File: src/include/ppc_pkg.sv
// Constants, register indices and state encoding for the packet control and status registers
package ppc_pkg;

    localparam int ADDR_W = 12;
    localparam int DATA_W = 32;
    localparam int REG_W = 8;
    localparam int IDX_W = 10;
    localparam int EVT_W = 8;

    // Register indices; the byte address is four times the index
    localparam logic [IDX_W-1:0] IDX_RX_FRAME_STATUS = 10'h01f;
    localparam logic [IDX_W-1:0] IDX_IRQ_ENABLE_0 = 10'h100;
    localparam logic [IDX_W-1:0] IDX_TX_RING_WATERMARK = 10'h136;
    localparam logic [IDX_W-1:0] IDX_TX_RING_LENGTH = 10'h137;
    localparam logic [IDX_W-1:0] IDX_LEVEL_SETTLE_DELAY = 10'h138;
    localparam logic [IDX_W-1:0] IDX_TEST_MODE_CTRL = 10'h139;
    localparam logic [IDX_W-1:0] IDX_TRANSITION_SPEED = 10'h13a;
    localparam logic [IDX_W-1:0] IDX_OSC_BAND_CAL = 10'h13b;
    localparam logic [IDX_W-1:0] IDX_OSC_AMPLITUDE_CAL = 10'h13c;
    localparam logic [IDX_W-1:0] IDX_TX_RING_START = 10'h140;
    localparam logic [IDX_W-1:0] IDX_ASSESS_RESULT = 10'h141;
    localparam logic [IDX_W-1:0] IDX_IRQ_SOURCE_0 = 10'h336;

    // Reset values
    localparam logic [REG_W-1:0] RST_ZERO = 8'h00;
    localparam logic [REG_W-1:0] RST_LEVEL_SETTLE = 8'ha7;

    // Field positions
    localparam int BIT_STAY_RX = 0;
    localparam int BIT_STAY_TX = 1;
    localparam int BIT_EXT_AMP = 7;
    localparam int FAST_SEL_MSB = 2;
    localparam int STAT_PREAMBLE = 0;
    localparam int STAT_SFD = 1;
    localparam int STAT_CRC = 2;
    localparam int STAT_W = 3;
    localparam int IRQ_PREAMBLE = 0;
    localparam int IRQ_HEADER = 1;
    localparam int IRQ_CRC = 2;
    localparam int IRQ_TX_EOF = 3;
    localparam int IRQ_RX_EOF = 4;
    localparam int IRQ_WATERMARK = 5;
    localparam int IRQ_RING_FULL = 6;
    localparam int IRQ_ASSESS = 7;

    typedef enum logic [1:0] {
        PPC_BASE_IDLE = 2'b00,
        PPC_EXT_IDLE = 2'b01,
        PPC_EXT_TX = 2'b10,
        PPC_RX_ASSESS = 2'b11
    } ppc_state_t;

endpackage

File: src/ppc_tx_ring.sv
// Transmit ring read pointer with wrap and watermark detection
`timescale 1ns/100ps
module ppc_tx_ring
    import ppc_pkg::*;
(
    input wire logic pclk,
    input wire logic presetn,
    input wire logic load,
    input wire logic byte_sent,
    input wire logic [REG_W-1:0] ring_start,
    input wire logic [REG_W-1:0] ring_length,
    input wire logic [REG_W-1:0] watermark,
    output logic [REG_W-1:0] read_ptr,
    output logic ring_full,
    output logic watermark_hit
);

    logic [REG_W-1:0] offset;
    logic [REG_W-1:0] next_offset;
    logic at_end;
    logic at_mark;
    logic [REG_W-1:0] next_ptr;

    ////////////////////////////////////////////////////////////////////////////
    // Offset stepping
    assign at_end = byte_sent && (offset == ring_length);
    assign at_mark = byte_sent && (offset == watermark);
    assign next_offset = load ? RST_ZERO :
                         at_end ? RST_ZERO :
                         byte_sent ? REG_W'(offset + 8'h01) : offset;
    assign next_ptr = REG_W'(ring_start + next_offset);

    ////////////////////////////////////////////////////////////////////////////
    // Registers
    always_ff @(posedge pclk or negedge presetn) begin
        if (!presetn) begin
            offset <= RST_ZERO;
            read_ptr <= RST_ZERO;
            ring_full <= 1'b0;
            watermark_hit <= 1'b0;
        end else begin
            offset <= next_offset;
            read_ptr <= next_ptr;
            ring_full <= at_end && !load;
            watermark_hit <= at_mark && !load;
        end
    end

endmodule

File: src/ppc_regs.sv
// APB register bank, radio state control and packet event logic
// Summary of operation
// - After sending byte at ring start plus length, flag ring full and wrap to start.
// - Stay-in-transmit set keeps transmit state after a packet, else extended idle.
// - Stay-in-receive set keeps receive state after a packet, else extended idle.
// - Synthesizer calibration stores the oscillator band result in its register.
// - Synthesizer calibration stores the oscillator amplitude result in its register.
// - Receive status reports CRC correct, delimiter seen and preamble seen bits.
// - Status bit 0 clear means no preamble seen on the current reception.
// - Mask bit 7 gates the channel assessment interrupt; busy flag gives result.
// - Mask bit 6 gates the ring full interrupt of either ring.
// - Mask bit 5 gates the ring watermark interrupt of either ring.
// - Mask bit 4 gates the receive packet complete interrupt.
// - Mask bit 3 gates the transmit packet complete interrupt.
// - Mask bit 2 gates the CRC correct interrupt.
// - Header interrupt armed by delimiter detection, issued when header reception ends.
// - Mask bit 0 gates the qualified preamble interrupt.
// - Each event sets its own source bit at the mask position; reset zero.
//
// Implementation choice: the APB interface to the registers.
`timescale 1ns/100ps
module ppc_regs
    import ppc_pkg::*;
(
    input wire logic pclk,
    input wire logic presetn,
    input wire logic psel,
    input wire logic penable,
    input wire logic pwrite,
    input wire logic [ADDR_W-1:0] paddr,
    input wire logic [DATA_W-1:0] pwdata,
    input wire logic [3:0] pstrb,
    output logic [DATA_W-1:0] prdata,
    output logic pready,
    output logic pslverr,
    input wire logic cmd_ext_idle,
    input wire logic cmd_base_idle,
    input wire logic cmd_tx,
    input wire logic cmd_rx,
    input wire logic tx_byte_sent,
    input wire logic tx_packet_done,
    input wire logic rx_packet_done,
    input wire logic rx_ring_full,
    input wire logic rx_ring_watermark,
    input wire logic preamble_detected,
    input wire logic frame_delimiter_seen,
    input wire logic header_done,
    input wire logic crc_ok,
    input wire logic assess_period_done,
    input wire logic channel_busy_flag,
    input wire logic synth_cal_done,
    input wire logic [REG_W-1:0] osc_band_result,
    input wire logic [REG_W-1:0] osc_amplitude_result,
    output ppc_state_t radio_state,
    output logic [REG_W-1:0] tx_read_ptr,
    output logic [REG_W-1:0] signal_level_settle_delay,
    output logic [FAST_SEL_MSB:0] fast_transition_sel,
    output logic external_amp_testbus_cfg,
    output logic irq
);

    logic [REG_W-1:0] irq_enable_0;
    logic [REG_W-1:0] irq_source_0;
    logic [REG_W-1:0] tx_ring_length;
    logic [REG_W-1:0] tx_ring_watermark;
    logic [REG_W-1:0] tx_ring_start;
    logic [REG_W-1:0] test_mode_ctrl;
    logic [REG_W-1:0] transition_speed;
    logic [REG_W-1:0] osc_band_cal;
    logic [REG_W-1:0] osc_amplitude_cal;
    logic [STAT_W-1:0] rx_frame_status;
    logic channel_busy_result;
    logic header_armed;
    ppc_state_t next_state;

    ////////////////////////////////////////////////////////////////////////////
    // Address decode
    logic [IDX_W-1:0] idx;
    logic aligned;
    logic setup;
    logic wr_en;
    logic hit_status;
    logic hit_enable;
    logic hit_wmark;
    logic hit_length;
    logic hit_settle;
    logic hit_test;
    logic hit_speed;
    logic hit_band;
    logic hit_ampl;
    logic hit_start;
    logic hit_assess;
    logic hit_source;
    logic mapped;
    logic [REG_W-1:0] wbyte;
    logic [REG_W-1:0] rd_byte;

    assign idx = paddr[ADDR_W-1:2];
    assign aligned = (paddr[1:0] == 2'h0);
    assign setup = psel && !penable;
    assign wr_en = psel && penable && pready && pwrite && pstrb[0] && !pslverr;
    assign wbyte = pwdata[REG_W-1:0];
    assign hit_status = aligned && (idx == IDX_RX_FRAME_STATUS);
    assign hit_enable = aligned && (idx == IDX_IRQ_ENABLE_0);
    assign hit_wmark = aligned && (idx == IDX_TX_RING_WATERMARK);
    assign hit_length = aligned && (idx == IDX_TX_RING_LENGTH);
    assign hit_settle = aligned && (idx == IDX_LEVEL_SETTLE_DELAY);
    assign hit_test = aligned && (idx == IDX_TEST_MODE_CTRL);
    assign hit_speed = aligned && (idx == IDX_TRANSITION_SPEED);
    assign hit_band = aligned && (idx == IDX_OSC_BAND_CAL);
    assign hit_ampl = aligned && (idx == IDX_OSC_AMPLITUDE_CAL);
    assign hit_start = aligned && (idx == IDX_TX_RING_START);
    assign hit_assess = aligned && (idx == IDX_ASSESS_RESULT);
    assign hit_source = aligned && (idx == IDX_IRQ_SOURCE_0);
    assign mapped = hit_status | hit_enable | hit_wmark | hit_length | hit_settle | hit_test |
                    hit_speed | hit_band | hit_ampl | hit_start | hit_assess | hit_source;

    ////////////////////////////////////////////////////////////////////////////
    // Read selection
    assign rd_byte = ({REG_W{hit_status}} & {5'h00, rx_frame_status}) |
                     ({REG_W{hit_enable}} & irq_enable_0) |
                     ({REG_W{hit_wmark}} & tx_ring_watermark) |
                     ({REG_W{hit_length}} & tx_ring_length) |
                     ({REG_W{hit_settle}} & signal_level_settle_delay) |
                     ({REG_W{hit_test}} & test_mode_ctrl) |
                     ({REG_W{hit_speed}} & transition_speed) |
                     ({REG_W{hit_band}} & osc_band_cal) |
                     ({REG_W{hit_ampl}} & osc_amplitude_cal) |
                     ({REG_W{hit_start}} & tx_ring_start) |
                     ({REG_W{hit_assess}} & {7'h00, channel_busy_result}) |
                     ({REG_W{hit_source}} & irq_source_0);

    ////////////////////////////////////////////////////////////////////////////
    // APB answer, one access cycle after setup
    always_ff @(posedge pclk or negedge presetn) begin
        if (!presetn) begin
            pready <= 1'b0;
            pslverr <= 1'b0;
            prdata <= '0;
        end else begin
            pready <= setup;
            if (setup) begin
                pslverr <= !mapped;
                prdata <= {{(DATA_W-REG_W){1'b0}}, rd_byte};
            end
        end
    end

    ////////////////////////////////////////////////////////////////////////////
    // Software registers
    always_ff @(posedge pclk or negedge presetn) begin
        if (!presetn) begin
            irq_enable_0 <= RST_ZERO;
            tx_ring_length <= RST_ZERO;
            tx_ring_watermark <= RST_ZERO;
            tx_ring_start <= RST_ZERO;
            signal_level_settle_delay <= RST_LEVEL_SETTLE;
            test_mode_ctrl <= RST_ZERO;
            transition_speed <= RST_ZERO;
        end else if (wr_en) begin
            if (hit_enable) begin
                irq_enable_0 <= wbyte;
            end
            if (hit_length) begin
                tx_ring_length <= wbyte;
            end
            if (hit_wmark) begin
                tx_ring_watermark <= wbyte;
            end
            if (hit_start) begin
                tx_ring_start <= wbyte;
            end
            if (hit_settle) begin
                signal_level_settle_delay <= wbyte;
            end
            if (hit_test) begin
                test_mode_ctrl <= wbyte;
            end
            if (hit_speed) begin
                transition_speed <= wbyte;
            end
        end
    end

    assign fast_transition_sel = transition_speed[FAST_SEL_MSB:0];
    assign external_amp_testbus_cfg = test_mode_ctrl[BIT_EXT_AMP];

    ////////////////////////////////////////////////////////////////////////////
    // Calibration results; a finishing calibration wins over a software write
    always_ff @(posedge pclk or negedge presetn) begin
        if (!presetn) begin
            osc_band_cal <= RST_ZERO;
            osc_amplitude_cal <= RST_ZERO;
        end else if (synth_cal_done) begin
            osc_band_cal <= osc_band_result;
            osc_amplitude_cal <= osc_amplitude_result;
        end else if (wr_en) begin
            if (hit_band) begin
                osc_band_cal <= wbyte;
            end
            if (hit_ampl) begin
                osc_amplitude_cal <= wbyte;
            end
        end
    end

    ////////////////////////////////////////////////////////////////////////////
    // Radio state
    always_comb begin
        next_state = radio_state;
        unique case (radio_state)
            PPC_BASE_IDLE: begin
                if (cmd_ext_idle) begin
                    next_state = PPC_EXT_IDLE;
                end
            end
            PPC_EXT_IDLE: begin
                if (cmd_base_idle) begin
                    next_state = PPC_BASE_IDLE;
                end else if (cmd_tx) begin
                    next_state = PPC_EXT_TX;
                end else if (cmd_rx) begin
                    next_state = PPC_RX_ASSESS;
                end
            end
            PPC_EXT_TX: begin
                if (cmd_ext_idle) begin
                    next_state = PPC_EXT_IDLE;
                end else if (tx_packet_done && !test_mode_ctrl[BIT_STAY_TX]) begin
                    next_state = PPC_EXT_IDLE;
                end
            end
            PPC_RX_ASSESS: begin
                if (cmd_ext_idle) begin
                    next_state = PPC_EXT_IDLE;
                end else if (rx_packet_done && !test_mode_ctrl[BIT_STAY_RX]) begin
                    next_state = PPC_EXT_IDLE;
                end
            end
        endcase
    end

    logic tx_enter;
    logic rx_enter;
    assign tx_enter = (next_state == PPC_EXT_TX) && (radio_state != PPC_EXT_TX);
    assign rx_enter = (next_state == PPC_RX_ASSESS) && (radio_state != PPC_RX_ASSESS);

    always_ff @(posedge pclk or negedge presetn) begin
        if (!presetn) begin
            radio_state <= PPC_BASE_IDLE;
        end else begin
            radio_state <= next_state;
        end
    end

    ////////////////////////////////////////////////////////////////////////////
    // Transmit ring
    logic tx_full_evt;
    logic tx_mark_evt;

    ppc_tx_ring u_tx_ring (
        .pclk(pclk),
        .presetn(presetn),
        .load(tx_enter),
        .byte_sent(tx_byte_sent && (radio_state == PPC_EXT_TX)),
        .ring_start(tx_ring_start),
        .ring_length(tx_ring_length),
        .watermark(tx_ring_watermark),
        .read_ptr(tx_read_ptr),
        .ring_full(tx_full_evt),
        .watermark_hit(tx_mark_evt)
    );

    ////////////////////////////////////////////////////////////////////////////
    // Receive status and header arming
    always_ff @(posedge pclk or negedge presetn) begin
        if (!presetn) begin
            rx_frame_status <= '0;
            header_armed <= 1'b0;
            channel_busy_result <= 1'b0;
        end else begin
            if (rx_enter) begin
                rx_frame_status <= '0;
                header_armed <= 1'b0;
            end else begin
                if (preamble_detected) begin
                    rx_frame_status[STAT_PREAMBLE] <= 1'b1;
                    rx_frame_status[STAT_SFD] <= 1'b0;
                    rx_frame_status[STAT_CRC] <= 1'b0;
                end
                if (frame_delimiter_seen) begin
                    rx_frame_status[STAT_SFD] <= 1'b1;
                end
                if (crc_ok) begin
                    rx_frame_status[STAT_CRC] <= 1'b1;
                end
                if (frame_delimiter_seen) begin
                    header_armed <= 1'b1;
                end else if (header_done) begin
                    header_armed <= 1'b0;
                end
            end
            if (assess_period_done) begin
                channel_busy_result <= channel_busy_flag;
            end
        end
    end

    ////////////////////////////////////////////////////////////////////////////
    // Interrupt sources, write one to clear, a new event wins over the clear
    logic [EVT_W-1:0] evt;
    logic [EVT_W-1:0] src_clr;
    logic [EVT_W-1:0] next_source;

    assign evt[IRQ_ASSESS] = assess_period_done;
    assign evt[IRQ_RING_FULL] = tx_full_evt | rx_ring_full;
    assign evt[IRQ_WATERMARK] = tx_mark_evt | rx_ring_watermark;
    assign evt[IRQ_RX_EOF] = rx_packet_done;
    assign evt[IRQ_TX_EOF] = tx_packet_done;
    assign evt[IRQ_CRC] = crc_ok;
    assign evt[IRQ_HEADER] = header_done && header_armed;
    assign evt[IRQ_PREAMBLE] = preamble_detected;
    assign src_clr = (wr_en && hit_source) ? wbyte : RST_ZERO;

    genvar gi;
    generate
        for (gi = 0; gi < EVT_W; gi++) begin : g_src
            assign next_source[gi] = evt[gi] | (irq_source_0[gi] & ~src_clr[gi]);
        end
    endgenerate

    always_ff @(posedge pclk or negedge presetn) begin
        if (!presetn) begin
            irq_source_0 <= RST_ZERO;
            irq <= 1'b0;
        end else begin
            irq_source_0 <= next_source;
            irq <= |(next_source & irq_enable_0);
        end
    end

endmodule

File: config.mk
export PLATFORM = sky130hd
export DESIGN_NAME = ppc_regs
export DESIGN_NICKNAME = d
export VERILOG_FILES = /design/src/include/ppc_pkg.sv /design/src/ppc_tx_ring.sv /design/src/ppc_regs.sv
export SDC_FILE = /design/constraint.sdc
export NUM_CORES = 1
export LEC_CHECK = 0
export BUFFER_PORTS_ARGS = -buffer_cell sky130_fd_sc_hd__buf_2
export CAP_MARGIN = 10
export CORE_MARGIN = 2
export CORE_UTILIZATION = 45
export DETAILED_ROUTE_END_ITERATION = 6
export GPL_ROUTABILITY_DRIVEN = 1
export PLACE_DENSITY = 0.66
export SLEW_MARGIN = 20
export SYNTH_ARGS = -nofsm -noshare
export SYNTH_HDL_FRONTEND = slang
export SYNTH_SLANG_ARGS = --single-unit
File: constraint.sdc
create_clock -name pclk -period 3.2 [get_ports pclk]
set_clock_uncertainty 0.2 [all_clocks]
set_input_delay 0.64 -clock pclk [delete_from_list [all_inputs] [get_ports pclk]]
set_output_delay 0.64 -clock pclk [all_outputs]
set_load 0.02 [all_outputs]
==> run_results.csv <==
group,metric,value,unit
outcome,outcome,"finished, violations left",
outcome,violated_checks,"DRC",
synth,synth_cell_types,67,
synth,cell_taking_the_most_area_after_synthesis,"dfrtp_1",
final_layout,most-common-layout-cells,"dfrtp_1 (109), buf_2 (89), mux2_2 (60)",
timing,worst_slew_margin_rel,56.53,%
clock_network,cts_tree,"built",
power,sw_frac_of_total,27.13,%
timing,setup_tns,0,ns
final_layout,most_common_cell_after_layout_fill_and_taps_aside,"dfrtp_1",
global_route,global_route.usage.met3,4.370,%
clock_network,clkLatencyLatePin,0.42,ns
synth,synth_compound_area_share,11.02,%
timing,final.period_utilization,96.59,%
power,max_vdd_drop,0.3294,mV
placed_design,placed_cell_area,6837,um^2
timing,tightest_slew,0.6521,ns
routing,postRouteWirelength,16560,um
placed_design,place_inst,828,
synth,arithmetic_cell_share_of_the_synthesized_area_counting_full_adders_half_adders_and_majority_gates,1.955,%
synth,synth-async-reset-ratio,100.0,%
worst_setup_path,critPathArrivalTime,3.18,ns
synth,synth-main-ff-cell,"dfrtp_1",
floorplanning,design.die.area,14610,um^2
synth,ys_ff_latch,116,
floorplanning,floorplan.initialDensity,46.22,%
power,power.combinational.fraction,12.0,%
global_route,vias_in_the_first_global_route,4754,
synth,post_synth_main_area_contributors,"dfrtp_1 (45%), mux2_2 (11%), mux2i_1 (4.2%)",
worst_setup_path,critical_path.startpoint_type,"flip-flop",
final_layout,stdcell_area,7476,um^2
routing,vias_per_cell,5.627,
placed_design,pre_cts_slack,-0.2632,ns
flow_run,timing.max_cap.violations,0,
timing,min_period,3.091,ns
timing,number_of_setup_violations_in_the_final_report,0,
synth,synth.avg_cell_area,10.93,um^2
timing,max_freq,0.3235,GHz
routing,first_pass_iters,7,
global_route,grt.overflow.total,0,
clock_network,clkTransAtPathRegs,0.06,ns
clock_network,cts_h_tree_depth,4,
global_route,groute.usage.overall,23.73,%
floorplanning,die_h,120.9,um
power,internal-power,2742,uW
global_route,grt.met2_usage,37.39,%
power,power_frac_seq,42.6,%
timing,timing_hold_violations_final,0,
synth,synth_top_area_share,45.20,%
floorplanning,die_outline_width,120.9,um
global_route,antenna_found_initial,1,
routing,drt_iter0_markers,403,
synth,synth.cell_area,6145,um^2
global_route,maximum_number_of_pins_on_one_net_before_global_route_repair,67,
synth,synth_simple_gate_area_share,12.93,%
final_layout,final_cell_count_no_fill,866,
synth,synth_edf_count,0,
global_route,groute.layer.met1.usage,32.93,%
synth,synthCells,562,
clock_network,total_cts_buffers,17,
placed_design,io_buffers,90,
worst_setup_path,worstPathMaxFanout,2,
floorplanning,num_rows,42,
clock_network,ctsLongestPathBuffers,2,
clock_network,cts.sink_count,116,
global_route,grt_pass1_wl,25940,um
routing,antenna_left,0,
final_layout,areaGrowthSynthToFinish,21.67,%
timing,timing_max_transition_violations_final,0,
min_path,worstHoldPathType,"primary input to async pin",
worst_setup_path,critical_path_class,"flip-flop to flip-flop",
routing,total_vias_in_the_final_route,4873,
placed_design,routabilityCongestion,0.9357,
global_route,busiest_layer,"met2",
timing,layout_setup_ws,0.1092,ns
power,p_clk_share,45.4,%
synth,yosysSeqAreaShare,47.34,%
routing,drcViolationCount,2,
power,netSwitchingPower,1021,uW
floorplanning,core_area,13300,um^2
power,power.static_leakage,0.003592,uW
clock_network,hold_buffers,0,
floorplanning,number_of_top_level_pins,142,
worst_setup_path,worstPathRequired,3.29,ns
final_layout,drive_above_1_share,35.99,%
synth,ys.warnings.count,0,
synth,main_combinational_cell_family_by_area_after_synthesis,"multiplexers",
placed_design,dp.final_hpwl,12120,um
routing,routedWlPerCell,19.13,um
synth,synth.mux.area_fraction,16.70,%
final_layout,finish.net_count,770,
power,cellPowerDensity,503.4,nW/um^2
clock_network,clk_root_buffer_cell,"clkbuf_16",
synth,area_share_of_xor_xnor_cells_in_the_synthesized_design,4.358,%
worst_setup_path,worst_setup_path_end_kind,"flip-flop",
## repair_timing
item / 4_1_cts / 5_1_grt
resized for setup: 2 / 9
setup buffers: 0 / 5
pin swaps: 1 / 5
setup endpoints to repair: 2 / 2
## worst max-delay path, stage by stage, from the launching register on
cell and delay [ns]:
dfrtp_1 0.41, xnor2_2 0.18, nand4_1 0.19, nor4_4 0.35, a31o_2 0.18, or2_2 0.12
inv_1 0.05, ha_1 0.28, a21o_1 0.20, nand4_1 0.09, nand4b_1 0.14, a21o_1 0.20
a21oi_2 0.14, xnor3_1 0.22
## per-layer routing
layer,part of all wire [%],wire length [um]
met4,1.8,301
met1,44,7252
met3,6.4,1054
met2,48,7956
met5,0,0
## power by group through the flow
stage | Clock (uW) | Sequential [uW] | Combinational [uW]
floorplan | 0 | 1650 | 221
global placement | 0 | 1620 | 417
detailed placement | 0 | 1620 | 426
CTS | 1740 | 1600 | 432
global route | 1820 | 1610 | 496
finish | 1710 | 1600 | 451
## worst paths after layout
check                                         startpoint                                  endpoint  slack (ns)  cells past startpoint
hold / removal                                   presetn  signal_level_settle_delay[4]$_DFFE_PN0P_        0.05                      1
max in group asynchronous                        presetn             u_tx_ring.offset[0]$_DFF_PN0_        1.94                      2
hold reg to reg                    prdata[1]$_DFFE_PN0P_                     prdata[1]$_DFFE_PN0P_        0.30                      1
setup reg to reg           tx_ring_length[6]$_DFFE_PN0P_           u_tx_ring.read_ptr[7]$_DFF_PN0_        0.11                     13
setup / recovery           tx_ring_length[6]$_DFFE_PN0P_           u_tx_ring.read_ptr[7]$_DFF_PN0_        0.11                     13
min in group pclk                osc_amplitude_result[4]          osc_amplitude_cal[4]$_DFFE_PN0P_        0.23                      3
## metrics by stage
step,power [uW],hold WS (ns),utilization [%]
final,3763,0.04642,56.23
after global routing,3923,0.08883,56.21
after CTS,3773,0.06844,55.60
after detailed placement,2049,0.2872,51.42
after global placement,2038,0.2821,51.42
after floorplan,1870,0.1444,-
## final cells by class
cell class,instances,area [um^2]
inverter,9,33.78
multi-input combinational,406,3015
clock buffer,20,456.7
antenna,1,2.502
sequential,116,2912
tap,176,220.2
clock inverter,12,83.83
timing repair buffer,126,752.0
fill,1191,5819
## cells in the mapped netlist, drive strengths merged (2+ instances only)
library cell  count
a211o             3
a21o              6
a21oi            25
a221o             2
a221oi            4
a22oi             9
a2bb2oi           2
a31oi            10
and2              4
and3              5
and3b             2
and4b             2
buf              35
clkbuf           19
dfrtp           111
dfstp             5
ha                8
inv               9
mux2             60
mux2i            26
mux4              4
nand2            45
nand2b            2
nand3             7
nand3b            3
nand4             8
nor2             42
nor2b             8
nor3              4
nor3b             2
nor4              3
nor4bb            2
o21ai            25
o22ai             4
o31ai             4
or2               4
xnor2            17
xor2             11
## cell families (layout without fill, tap and decap cells)
kind of cell | Yosys count | after routing
AND/OR/NAND/NOR | 149 | 149
flip-flops | 116 | 116
buffers and inverters | 63 | 167
AO/OA/AOI/OAI | 105 | 105
multiplexers | 90 | 90
other | 1 | 25
adder cells (fa/ha/maj) | 9 | 9
XOR/XNOR | 29 | 29
(Power assumes the default switching activity.)
